**src/core/adc_control_pkg.sv**
```systemverilog
// Shared constants and types for the dual converter control block
package adc_control_pkg;
    // Clock and conversion timing
    localparam int CLOCK_PERIOD_NS = 25;
    localparam int CONVERSION_TIME_NS = 1250;
    localparam int CONVERSION_CYCLES = (CONVERSION_TIME_NS + CLOCK_PERIOD_NS - 1) / CLOCK_PERIOD_NS;
    localparam int COUNT_BITS = 8;
    // Result and frame layout
    localparam int WIDE_BITS = 14;
    localparam int NARROW_BITS = 12;
    localparam int FRAME_BITS = 2 * WIDE_BITS;
    localparam int FRAME_COUNT_BITS = 5;
    localparam logic [FRAME_COUNT_BITS-1:0] WIDE_LAST_SHIFT = 5'h1B;
    localparam logic [FRAME_COUNT_BITS-1:0] NARROW_LAST_SHIFT = 5'h17;
    // Values after reset
    localparam logic [WIDE_BITS-1:0] RESULT_RESET = 14'h0000;
    localparam logic PAIR_RESET = 1'b0;
    localparam logic PIN_HIGH_RESET = 1'b1;
    localparam logic PIN_LOW_RESET = 1'b0;
    // Clocks after reset before the variant strap is caught
    localparam logic [2:0] STRAP_SETTLE_CYCLES = 3'h5;
    // Converter power and activity states
    typedef enum logic [1:0] {
        ST_IDLE = 2'b00,
        ST_CONVERT = 2'b01,
        ST_SHUTDOWN = 2'b10
    } conv_state_t;
endpackage

```
**src/core/shift_link_if.sv**
```systemverilog
// Link between the control logic and one result shifter
`timescale 1ns/1ps
`default_nettype none
interface shift_link_if;
    import adc_control_pkg::*;
    logic load;
    logic shift;
    logic wide;
    logic [WIDE_BITS-1:0] own_word;
    logic [WIDE_BITS-1:0] other_word;
    logic bit_out;
    modport ctrl (output load, shift, wide, own_word, other_word, input bit_out);
    modport shifter (input load, shift, wide, own_word, other_word, output bit_out);
endinterface
`default_nettype wire

```
**src/core/pin_sync.sv**
```systemverilog
// Three-stage pin synchroniser with agreement filter
`timescale 1ns/1ps
`default_nettype none
module pin_sync
    import adc_control_pkg::*;
#(
    parameter logic RESET_LEVEL = 1'b0
) (
    // Clock and reset
    input wire logic i_clock,
    input wire logic i_reset,
    // Pin and filtered level
    input wire logic i_pin,
    output logic o_level
);
    logic [2:0] stage;
    logic [2:0] next_stage;
    logic next_level;

    // Level changes once second and third stages agree
    always_comb begin
        next_stage = {stage[1:0], i_pin};
        next_level = (stage[1] == stage[2]) ? stage[2] : o_level;
    end

    // Registers
    always_ff @(posedge i_clock or posedge i_reset) begin
        if (i_reset) begin
            stage <= {3{RESET_LEVEL}};
            o_level <= RESET_LEVEL;
        end else begin
            stage <= next_stage;
            o_level <= next_level;
        end
    end
endmodule // pin_sync
`default_nettype wire

```
**src/core/result_shifter.sv**
```systemverilog
// Serial result shifter: own word then the other converter's word
`timescale 1ns/1ps
`default_nettype none
module result_shifter
    import adc_control_pkg::*;
(
    // Clock and reset
    input wire logic i_clock,
    input wire logic i_reset,
    // Control link
    shift_link_if.shifter link
);
    logic [FRAME_BITS-1:0] frame;
    logic [FRAME_BITS-1:0] next_frame;
    logic [FRAME_COUNT_BITS-1:0] count;
    logic [FRAME_COUNT_BITS-1:0] next_count;
    logic [FRAME_COUNT_BITS-1:0] last;

    // Load MSB first, advance on each accepted falling clock, hold at end
    always_comb begin
        last = link.wide ? WIDE_LAST_SHIFT : NARROW_LAST_SHIFT;
        next_frame = frame;
        next_count = count;
        if (link.load) begin
            next_frame = link.wide ? {link.own_word, link.other_word} :
                {link.own_word[NARROW_BITS-1:0], link.other_word[NARROW_BITS-1:0], 4'h0};
            next_count = '0;
        end else if (link.shift && count != last) begin
            next_frame = {frame[FRAME_BITS-2:0], 1'b0};
            next_count = count + 5'h01;
        end
    end

    // Registers
    always_ff @(posedge i_clock or posedge i_reset) begin
        if (i_reset) begin
            frame <= '0;
            count <= '0;
        end else begin
            frame <= next_frame;
            count <= next_count;
        end
    end

    assign link.bit_out = frame[FRAME_BITS-1];
endmodule // result_shifter
`default_nettype wire

```
**src/core/dual_adc_convert_read_control.sv**
```systemverilog
// Conversion sequencing, power mode and serial readout for a dual converter
`timescale 1ns/1ps
`default_nettype none
module dual_adc_convert_read_control
    import adc_control_pkg::*;
(
    // Clock and reset
    input wire logic i_clock,
    input wire logic i_reset,
    // Host pins
    input wire logic i_conversion_start_n,
    input wire logic i_chip_select_n,
    input wire logic i_serial_clock,
    input wire logic i_channel_select,
    input wire logic i_reference_select,
    input wire logic i_wide_variant,
    // Codes from the analog core, same clock
    input wire logic [WIDE_BITS-1:0] i_code_a,
    input wire logic [WIDE_BITS-1:0] i_code_b,
    // Status and analog control
    output logic o_busy,
    output logic o_shutdown,
    output logic o_reference_internal,
    output logic o_channel_pair,
    // Serial data pins
    output logic o_serial_out_a,
    output logic o_serial_out_a_oe,
    output logic o_serial_out_b,
    output logic o_serial_out_b_oe
);
    localparam int conversion_gap = CONVERSION_CYCLES - 1;

    // Synchronised pin levels
    logic start_level;
    logic select_level;
    logic sclk_level;
    logic channel_level;
    logic reference_level;
    logic wide_pin_level;

    pin_sync #(.RESET_LEVEL(PIN_HIGH_RESET)) start_sync (
        .i_clock(i_clock), .i_reset(i_reset),
        .i_pin(i_conversion_start_n), .o_level(start_level));
    pin_sync #(.RESET_LEVEL(PIN_HIGH_RESET)) select_sync (
        .i_clock(i_clock), .i_reset(i_reset),
        .i_pin(i_chip_select_n), .o_level(select_level));
    pin_sync #(.RESET_LEVEL(PIN_LOW_RESET)) sclk_sync (
        .i_clock(i_clock), .i_reset(i_reset),
        .i_pin(i_serial_clock), .o_level(sclk_level));
    pin_sync #(.RESET_LEVEL(PIN_LOW_RESET)) channel_sync (
        .i_clock(i_clock), .i_reset(i_reset),
        .i_pin(i_channel_select), .o_level(channel_level));
    pin_sync #(.RESET_LEVEL(PIN_LOW_RESET)) reference_sync (
        .i_clock(i_clock), .i_reset(i_reset),
        .i_pin(i_reference_select), .o_level(reference_level));
    pin_sync #(.RESET_LEVEL(PIN_LOW_RESET)) wide_sync (
        .i_clock(i_clock), .i_reset(i_reset),
        .i_pin(i_wide_variant), .o_level(wide_pin_level));

    // Previous levels for edge detection
    logic start_prev;
    logic select_prev;
    logic sclk_prev;
    logic start_fall;
    logic start_rise;
    logic select_fall;
    logic sclk_fall;

    assign start_fall = start_prev && !start_level;
    assign start_rise = !start_prev && start_level;
    assign select_fall = select_prev && !select_level;
    assign sclk_fall = sclk_prev && !sclk_level;

    // Conversion state
    conv_state_t state;
    conv_state_t next_state;
    logic [COUNT_BITS-1:0] conv_count;
    logic [COUNT_BITS-1:0] next_conv_count;
    logic pending_pair;
    logic next_pending_pair;
    logic next_channel_pair;
    logic [WIDE_BITS-1:0] result_a;
    logic [WIDE_BITS-1:0] result_b;
    logic [WIDE_BITS-1:0] next_result_a;
    logic [WIDE_BITS-1:0] next_result_b;
    logic conv_done;
    logic next_busy;

    assign conv_done = (state == ST_CONVERT) && (conv_count == '0);

    // Next conversion state, counter, channel pair and results
    always_comb begin
        next_state = state;
        next_conv_count = conv_count;
        next_pending_pair = pending_pair;
        next_channel_pair = o_channel_pair;
        next_result_a = result_a;
        next_result_b = result_b;
        case (state)
            ST_IDLE: begin
                if (start_fall) begin
                    next_state = ST_CONVERT;
                    next_conv_count = COUNT_BITS'(CONVERSION_CYCLES - 1);
                    next_channel_pair = pending_pair;
                    next_pending_pair = channel_level;
                end
            end
            ST_CONVERT: begin
                if (conv_done) begin
                    next_result_a = i_code_a;
                    next_result_b = i_code_b;
                    next_state = start_level ? ST_IDLE : ST_SHUTDOWN;
                end else begin
                    next_conv_count = conv_count - 8'h01;
                end
            end
            ST_SHUTDOWN: begin
                if (start_rise) begin
                    next_state = ST_IDLE;
                end
            end
            default: begin
                next_state = ST_IDLE;
            end
        endcase
        next_busy = (next_state == ST_CONVERT);
    end

    // Conversion registers
    always_ff @(posedge i_clock or posedge i_reset) begin
        if (i_reset) begin
            state <= ST_IDLE;
            conv_count <= '0;
            pending_pair <= PAIR_RESET;
            o_channel_pair <= PAIR_RESET;
            result_a <= RESULT_RESET;
            result_b <= RESULT_RESET;
            o_busy <= 1'b0;
            o_shutdown <= 1'b0;
        end else begin
            state <= next_state;
            conv_count <= next_conv_count;
            pending_pair <= next_pending_pair;
            o_channel_pair <= next_channel_pair;
            result_a <= next_result_a;
            result_b <= next_result_b;
            o_busy <= next_busy;
            o_shutdown <= (next_state == ST_SHUTDOWN);
        end
    end

    // Variant strap, caught once its synchroniser has settled after reset
    logic wide;
    logic next_wide;
    logic strap_taken;
    logic next_strap_taken;
    logic [2:0] strap_count;
    logic [2:0] next_strap_count;

    always_comb begin
        next_wide = strap_taken ? wide : wide_pin_level;
        next_strap_count = strap_count;
        if (strap_count != STRAP_SETTLE_CYCLES) begin
            next_strap_count = strap_count + 3'h1;
        end
        next_strap_taken = (strap_count == STRAP_SETTLE_CYCLES);
    end

    // Edge history, strap and pin outputs
    logic next_oe;

    always_comb begin
        next_oe = !select_level;
    end

    always_ff @(posedge i_clock or posedge i_reset) begin
        if (i_reset) begin
            start_prev <= PIN_HIGH_RESET;
            select_prev <= PIN_HIGH_RESET;
            sclk_prev <= PIN_LOW_RESET;
            wide <= 1'b0;
            strap_taken <= 1'b0;
            strap_count <= '0;
            o_serial_out_a_oe <= 1'b0;
            o_serial_out_b_oe <= 1'b0;
            o_reference_internal <= 1'b0;
        end else begin
            start_prev <= start_level;
            select_prev <= select_level;
            sclk_prev <= sclk_level;
            wide <= next_wide;
            strap_taken <= next_strap_taken;
            strap_count <= next_strap_count;
            o_serial_out_a_oe <= next_oe;
            o_serial_out_b_oe <= next_oe;
            o_reference_internal <= reference_level;
        end
    end

    // Shifter control: load on select fall or on completion while selected
    shift_link_if link_a ();
    shift_link_if link_b ();
    logic load;
    logic shift;

    assign load = select_fall || (conv_done && !select_level);
    assign shift = sclk_fall && !select_level && !load;
    assign link_a.load = load;
    assign link_a.shift = shift;
    assign link_a.wide = wide;
    assign link_a.own_word = next_result_a;
    assign link_a.other_word = next_result_b;
    assign link_b.load = load;
    assign link_b.shift = shift;
    assign link_b.wide = wide;
    assign link_b.own_word = next_result_b;
    assign link_b.other_word = next_result_a;

    result_shifter shifter_a (.i_clock(i_clock), .i_reset(i_reset), .link(link_a.shifter));
    result_shifter shifter_b (.i_clock(i_clock), .i_reset(i_reset), .link(link_b.shifter));

    assign o_serial_out_a = link_a.bit_out;
    assign o_serial_out_b = link_b.bit_out;
endmodule // dual_adc_convert_read_control
`default_nettype wire

```
**config.mk**
```make
export PLATFORM = sky130hd
export DESIGN_NAME = dual_adc_convert_read_control
export DESIGN_NICKNAME = d
export VERILOG_FILES = /design/src/core/adc_control_pkg.sv /design/src/core/shift_link_if.sv /design/src/core/pin_sync.sv /design/src/core/result_shifter.sv /design/src/core/dual_adc_convert_read_control.sv
export SDC_FILE = /design/constraint.sdc
export NUM_CORES = 1
export LEC_CHECK = 0
export ABC_AREA = 0
export BUFFER_PORTS_ARGS = -buffer_cell sky130_fd_sc_hd__buf_2
export CAP_MARGIN = 20
export CORE_AREA = 2 2 106 108
export DETAILED_ROUTE_END_ITERATION = 7
export DIE_AREA = 0 0 108 110
export MAX_ROUTING_LAYER = met4
export PLACE_DENSITY = 0.79
export SYNTH_ARGS = -nofsm -noshare
export SYNTH_HDL_FRONTEND = slang
export SYNTH_SLANG_ARGS = --single-unit
```
**constraint.sdc**
```tcl
create_clock -name i_clock -period 6.31 [get_ports i_clock]
set_input_delay 0.3155 -clock i_clock [delete_from_list [all_inputs] [get_ports i_clock]]
set_output_delay 0.3155 -clock i_clock [all_outputs]
set_load 0.01 [all_outputs]
```
==> out/summary.txt, run 1 <==
Status = complete, no violations
R2R Setup Slk = 2.71 ns
Fraction of layout cells with a size suffix above 1 = 18.9%
Sequential cell area fraction in the yosys report = 56.1%
Async SR Flop Fraction = 100%
Avg Inst Size Synth = 10.9 um2
Critical Path Start Type = flip-flop
Hold WS = 0.0215 ns
Fin crit share = 57.1%
CTS Root Cell = clkbuf_8
Clk slew on worst S/H paths = 0.06 ns
Vias in the first global route = 4952
Initial antenna violation count = 0
Fin nets = 673
Max Slew Vio Count = 0
Slowest cell on crit path = a21oi_1
Largest net degree at the start of global routing = 83
Clock sink count = 142
Post-route ant nets = 0
Post-DP HPWL = 9870 um
Row count = 38
Hold crit path type = primary input to flip-flop
WL final = 15600 um
Crit end category = flip-flop
Top FF cell, synth = dfrtp_1
Final hold viol count = 0
R2R Path End = shifter_b.frame[10]
Core area = 0.0107 mm2
Crit path time final = 3.60 ns
Violation count after the first detailed-route iteration = 517
Ys Warns = 0
Worst-path cell chain = inv_1, ha_1, nor3b_2, nand3_2, a21oi_1, o21ai_0, o22ai_1
Leak pwr = 3.31 nW
Cell Area, Synth = 0.00636 mm2
Crit path from = conv_count[0]
GR Overflow Total = 0
PD cells = 425 mW/mm2
Highest clock rate = 0.277 GHz
WL per Instance = 19.9 um
Drt pass-1 iters = 8
CP max FO = 32
Clock tree buffer depth = 2
Final setup TNS = 0 ns
Die ar. = 0.0119 mm2
Htree depth = 4
Port bufs = 43
Vias = 5015
CTS tree = built
First-pass GRT wire length = 25600 um
Drt drc = 0
Worst-case reg-to-reg path depth = 7
Critical Path End = shifter_b.frame[10]
Final setup skew = 0.00571 ns
Chip height = 110 um
Mapped Cells = 585
Die X = 108 um
Worst Tran Pin Value = 1.15 ns
Via/cell ratio = 6.39
Worst EP required = 6.75 ns
Io pins = 44
Peak VDD IR = 0.246 mV
Initial Util = 59.5%
TritonCTS Buffers = 17
Worst-skew pair later-pin latency = 0.53 ns
GR Util All Layers = 29.5%
Highest cell delay on the worst timing path = 1.00 ns
Setup CP Type = flip-flop to flip-flop
Post-Synthesis Net Count = 626
Setup Buffers After CTS = 0
Ant. Diodes = 0
Worst EP arrival = 4.04 ns
Synth Register Bits = 142
EDFF count, synth = 0
Growth of design area from synthesis to finish = 15.5%
Total of max-cap violations = 0
RSZ-0062 raised after global routing = false
Yosys cell types = 68
Gpl congestion = 0.885
Setup Viol. Count Final = 0
Reg2Reg Launch Point = conv_count[0]
Max-slew headroom = 23.0%
==> per-stage QoR <==
| step | std cells | worst slack [ns] | instance area, um2 | power (mW) | utilization (%) |
|---|---|---|---|---|---|
| floorplan | 585 | 2.20 | 6360 | 1.92 | - |
| global placement | 741 | 2.89 | 6650 | 2.11 | 62.2 |
| detailed placement | 741 | 2.76 | 6650 | 2.15 | 62.2 |
| CTS | 784 | 2.76 | 7320 | 3.10 | 68.4 |
| global route | 785 | 2.46 | 7350 | 3.27 | 68.7 |
| finish | 785 | 2.71 | 7350 | 3.12 | 68.7 |
==> registers in the layout, summed over array words and instances (netlist names), 2 cells and up <==
name,cells
channel_sync.stage,3
result_a,14
shifter_a.count,5
conv_count,8
strap_count,3
wide_sync.stage,3
reference_sync.stage,3
start_sync.stage,3
sclk_sync.stage,3
result_b,14
shifter_b.frame,28
shifter_b.count,5
state,2
shifter_a.frame,28
select_sync.stage,3
==> worst max-delay path: cells and delay by family, from the launching register on <==
| family | cells | cell delay (ns) |
|---|---|---|
| AOI/OAI and AO/OA | 3 | 1.59 |
| adders and majority gates | 1 | 0.21 |
| buffers and inverters | 1 | 0.07 |
| DFF | 1 | 0.41 |
| and+or+nand+nor | 2 | 1.24 |
==> cells in the final DEF (no fill, tap or decap), types with 4 or more instances in the layout <==
cell type      count
dfrtp_1          132
nand2_1           69
nor2_1            48
buf_2             43
a21oi_1           30
and3_1            20
inv_1             19
nand3_1           18
clkbuf_16         16
o21a_1            15
o21ai_0           14
o22ai_1           13
a221o_1           13
mux2i_1           11
dlygate4sd3_1     11
mux2_2            10
a22oi_1           10
o32a_1            10
dfstp_2           10
a31oi_1            9
buf_4              8
xnor2_1            6
a2111o_1           6
and2_1             6
maj3_1             6
ha_1               5
nor2b_1            4
clkinvlp_4         4
==> synthesized netlist by cell type (9+ instances only) <==
cell type	number	share of area [%]
dfrtp_1	132	52
nand2_1	69	4.1
nor2_1	48	2.8
a21oi_1	30	2.4
and3_1	20	2.0
inv_1	20	1.2
nand3_1	18	1.4
clkbuf_1	16	0.94
o21a_1	15	1.8
o21ai_0	14	1.1
a221o_1	13	2.0
o22ai_1	13	1.3
mux2i_1	11	1.7
a22oi_1	10	1.2
dfstp_2	10	4.1
mux2_2	10	1.8
o32a_1	10	1.6
a31oi_1	9	0.89
buf_2	9	0.71
==> report_power, final <==
| group | internal, mW | switching (mW) |
|---|---|---|
| sequential | 1.21 | 0.192 |
| clock | 0.547 | 0.394 |
| combinational | 0.338 | 0.435 |
==> area by class of cell <==
class / instances / area [um2]
multi-input combinational: 388 / 2560
clock buffer: 21 / 449
tap: 140 / 175
fill: 783 / 3350
sequential: 142 / 3570
inverter: 20 / 80.1
clock inverter: 11 / 109
timing repair buffer: 63 / 413
==> cell families after synthesis <==
group	Yosys count	share of synthesized area, %
compound gates	152	17.5
xor+xnor	8	1.10
fa+ha+maj	11	1.93
buf+inv	55	4.13
flops	142	56.1
mux	24	4.21
simple gates	193	15.0
==> what timing repair did <==
item,CTS,global route
hold endpoints to repair,69,0
gates resized for setup,0,0
hold buffers,11,0
==> how the worst min path moves through the flow <==
stage / startpoint / to / slack (ns) / cells after the start
floorplan: i_chip_select_n / select_sync.stage[0] / 0.32 / 0
global placement: wide_sync.stage[0] / wide_sync.stage[1] / 0.33 / 0
detailed placement: reference_sync.stage[0] / reference_sync.stage[1] / 0.34 / 0
CTS: i_code_b[13] / result_b[13] / 0.01 / 3
global route: i_code_b[13] / result_b[13] / 0.04 / 3
finish: i_code_b[13] / result_b[13] / 0.02 / 3
==> routing by layer <==
metal,vias up,track usage [%],share of wire [%]
li1,2216,-,-
met4,0,13.0,3.1
met3,44,5.23,7.6
met1,2477,38.0,41
met2,278,46.4,48
met5,-,-,0
Note: power is estimated with default switching activity, not from simulation.
==> run 2, diff against run 1 <==
==> constraint.sdc (replaced) <==
create_clock -name i_clock -period 3.5 [get_ports i_clock]
set_input_delay 0.175 -clock i_clock [delete_from_list [all_inputs] [get_ports i_clock]]
set_output_delay 0.175 -clock i_clock [all_outputs]
set_load 0.01 [all_outputs]
==> run 2 against run 1 <==
Against the previous run:
- sequential share of layout area down 2.2 points
- utilization up 3.2 points
- register-to-register slack worse by 2.0 ns
- die area unchanged
- clock power up 100%
==> out/summary.txt, run 2 (synthesized netlist as in run 1, its figures left out) <==
Psw = 1.85 mW (+81%)
Critical Path Start Type = flip-flop
Fin util = 71.9% (+3.2 points)
Row count = 38 (unchanged)
Initial Util = 59.5% (unchanged)
Clk slew on worst S/H paths = 0.06 ns (about the same)
Crit path time final = 2.79 ns (-0.815 ns)
Fin nets = 705 (+4.8%)
Setup Buffers After CTS = 0 (unchanged)
Initial antenna violation count = 0 (unchanged)
Fin crit share = 79.7% (+23 points)
Gpl congestion = 0.901 (+1.7%)
Slowest cell on crit path = or3b_1
Clock sink count = 142 (unchanged)
Logic pwr share = 24.6% (-0.2 points)
Worst Slack Setup Final = 0.711 ns (-2.00 ns)
Commonest non-fill, non-tap cell in the layout = dfrtp_1
Setup CP Type = flip-flop to flip-flop
Final hold viol count = 0 (unchanged)
Fin cells = 817 (+4.1%)
Placed cell areas = 0.00673 mm2 (+1.1%)
Crit end category = flip-flop
Sequential power share = 43.3% (-1.7 points)
Post-DP HPWL = 10300 um (+3.9%)
PD cells = 765 mW/mm2 (+80%)
Finished Cell Area = 0.00769 mm2 (+4.7%)
Via/cell ratio = 6.23 (-2.5%)
Drt pass-1 iters = 5 (-3)
Fraction of layout cells with a size suffix above 1 = 19.2% (+0.29 points)
Chip height = 110 um (unchanged)
Io pins = 44 (unchanged)
Die X = 108 um (unchanged)
Tot Pwr = 5.88 mW (+89%)
Peak VDD IR = 0.581 mV (+140%)
Clock tree buffer depth = 2 (unchanged)
Htree depth = 4 (unchanged)
Most frequent cells in the layout = 132 x dfrtp_1, 69 x nand2_1, 48 x nor2_1, 43 x buf_2, 34 x dlygate4sd3_1
TritonCTS Buffers = 17 (unchanged)
RSZ-0062 raised after global routing = false
Placed cell count = 750 (+1.2%)
CTS tree = built
Post-route ant nets = 0 (unchanged)
Core area = 0.0107 mm2 (unchanged)
Clock share of power = 32.0% (+1.8 points)
Port bufs = 43 (unchanged)
R2R Setup Slk = 0.71 ns (-2.00 ns)
Status = complete, no violations
WL final = 16300 um (+4.2%)
Highest clock rate = 0.359 GHz (+29%)
Ant. Diodes = 0 (unchanged)
Final setup skew = 0.00690 ns (+0.00119 ns)
Largest net degree at the start of global routing = 139 (+67%)
Worst-skew pair later-pin latency = 0.53 ns (about the same)
First-pass GRT wire length = 26200 um (+2.3%)
CP Buf/Inv Count = 2 (+1)
Drt drc = 0 (unchanged)
Sw frac = 31.4% (-1.4 points)
Top flop regs = shifter_a.frame (28), shifter_b.frame (28)
WL per Instance = 19.9 um (+0.13%)
Worst EP required = 3.95 ns (-2.80 ns)
Setup Viol. Count Final = 0 (unchanged)
Worst-path cell chain = inv_1, ha_1, or3b_1, o31ai_4, or3_1, buf_4, o21ai_0, a31oi_1
Hold WS = 0.0452 ns (+0.0237 ns)
GR Util All Layers = 30.5% (+1.0 points)
Vias = 5087 (+1.4%)
Final setup TNS = 0 ns (unchanged)
CTS Root Cell = clkbuf_8
Growth of design area from synthesis to finish = 21.0%
Max Slew Vio Count = 0 (unchanged)
Worst EP arrival = 3.24 ns (-0.80 ns)
Max-slew headroom = 43.3% (+20 points)
CP max FO = 18 (-44%)
Total of max-cap violations = 0 (unchanged)
Largest delay contributor family on the critical path = simple AND/OR/NAND/NOR gates
GR Overflow Total = 0 (unchanged)
Leak pwr = 3.48 nW (+4.9%)
Pre-CTS setup slack = 0.776 ns (-1.99 ns)
Die ar. = 0.0119 mm2 (unchanged)
Vias in the first global route = 5132 (+3.6%)
Violation count after the first detailed-route iteration = 449 (-13%)
Int Pwr = 4.04 mW (+92%)
Highest cell delay on the worst timing path = 0.51 ns (-0.49 ns)
Hold crit path type = primary input to flip-flop
Worst Tran Pin Value = 0.848 ns (-0.299 ns)
run 2: changes by cell type in the layout (fill, tap and decap cells not counted), sizes merged:
cell | previous run | this run
clkbuf | 21 | 23
inv | 22 | 19
dlygate4sd3 | 11 | 34
clkinvlp | 4 | 5
buf | 52 | 60
clkinv | 4 | 2
bufinv | 1 | 4
run 2: per-layer routing:
metal / global-route usage, % / share of wire, %
met4: 16.8 / 4.3
met1: 36.2 / 41
met2: 47.9 / 49
met5: - / 0
met3: 7.94 / 6.2
run 2: tightest hold or removal path, stage by stage:
cell and delay [ns]:
buf_2 0.10, nand4_1 0.15, nand2_1 0.10
run 2: path summary, 6_finish.rpt:
path | startpoint | end | cells past startpoint
setup / recovery | conv_count[1] | shifter_a.frame[14] | 8
hold / removal | i_code_a[5] | result_a[5] | 3
setup reg to reg | conv_count[1] | shifter_a.frame[14] | 8
hold reg to reg | sclk_sync.stage[0] | sclk_sync.stage[1] | 0
max in group asynchronous | i_reset | o_channel_pair | 4
min in group asynchronous | i_reset | reference_sync.o_level | 3
run 2: area by class of cell:
class / instances / area, um2
Sequential cell: 142 / 3570
Timing Repair Buffer: 95 / 701
Tap cell: 140 / 175
Clock inverter: 10 / 160
Clock buffer: 22 / 463
Multi-Input combinational cell: 388 / 2550
Inverter: 20 / 78.8
Fill cell: 724 / 3000
run 2: power by group through the flow:
stage / registers, mW / logic [mW] / clock network (mW)
2_1_floorplan: 2.44 / 1.02 / 0
6_report: 2.55 / 1.45 / 1.89
3_3_place_gp: 2.51 / 1.31 / 0
5_1_grt: 2.59 / 1.58 / 1.99
4_1_cts: 2.53 / 1.42 / 1.90
3_5_place_dp: 2.54 / 1.37 / 0
run 2: repair_timing:
action	CTS	global route
hold buffers	34	0
resized for setup	0	0
endpoints found under the hold margin	87	0
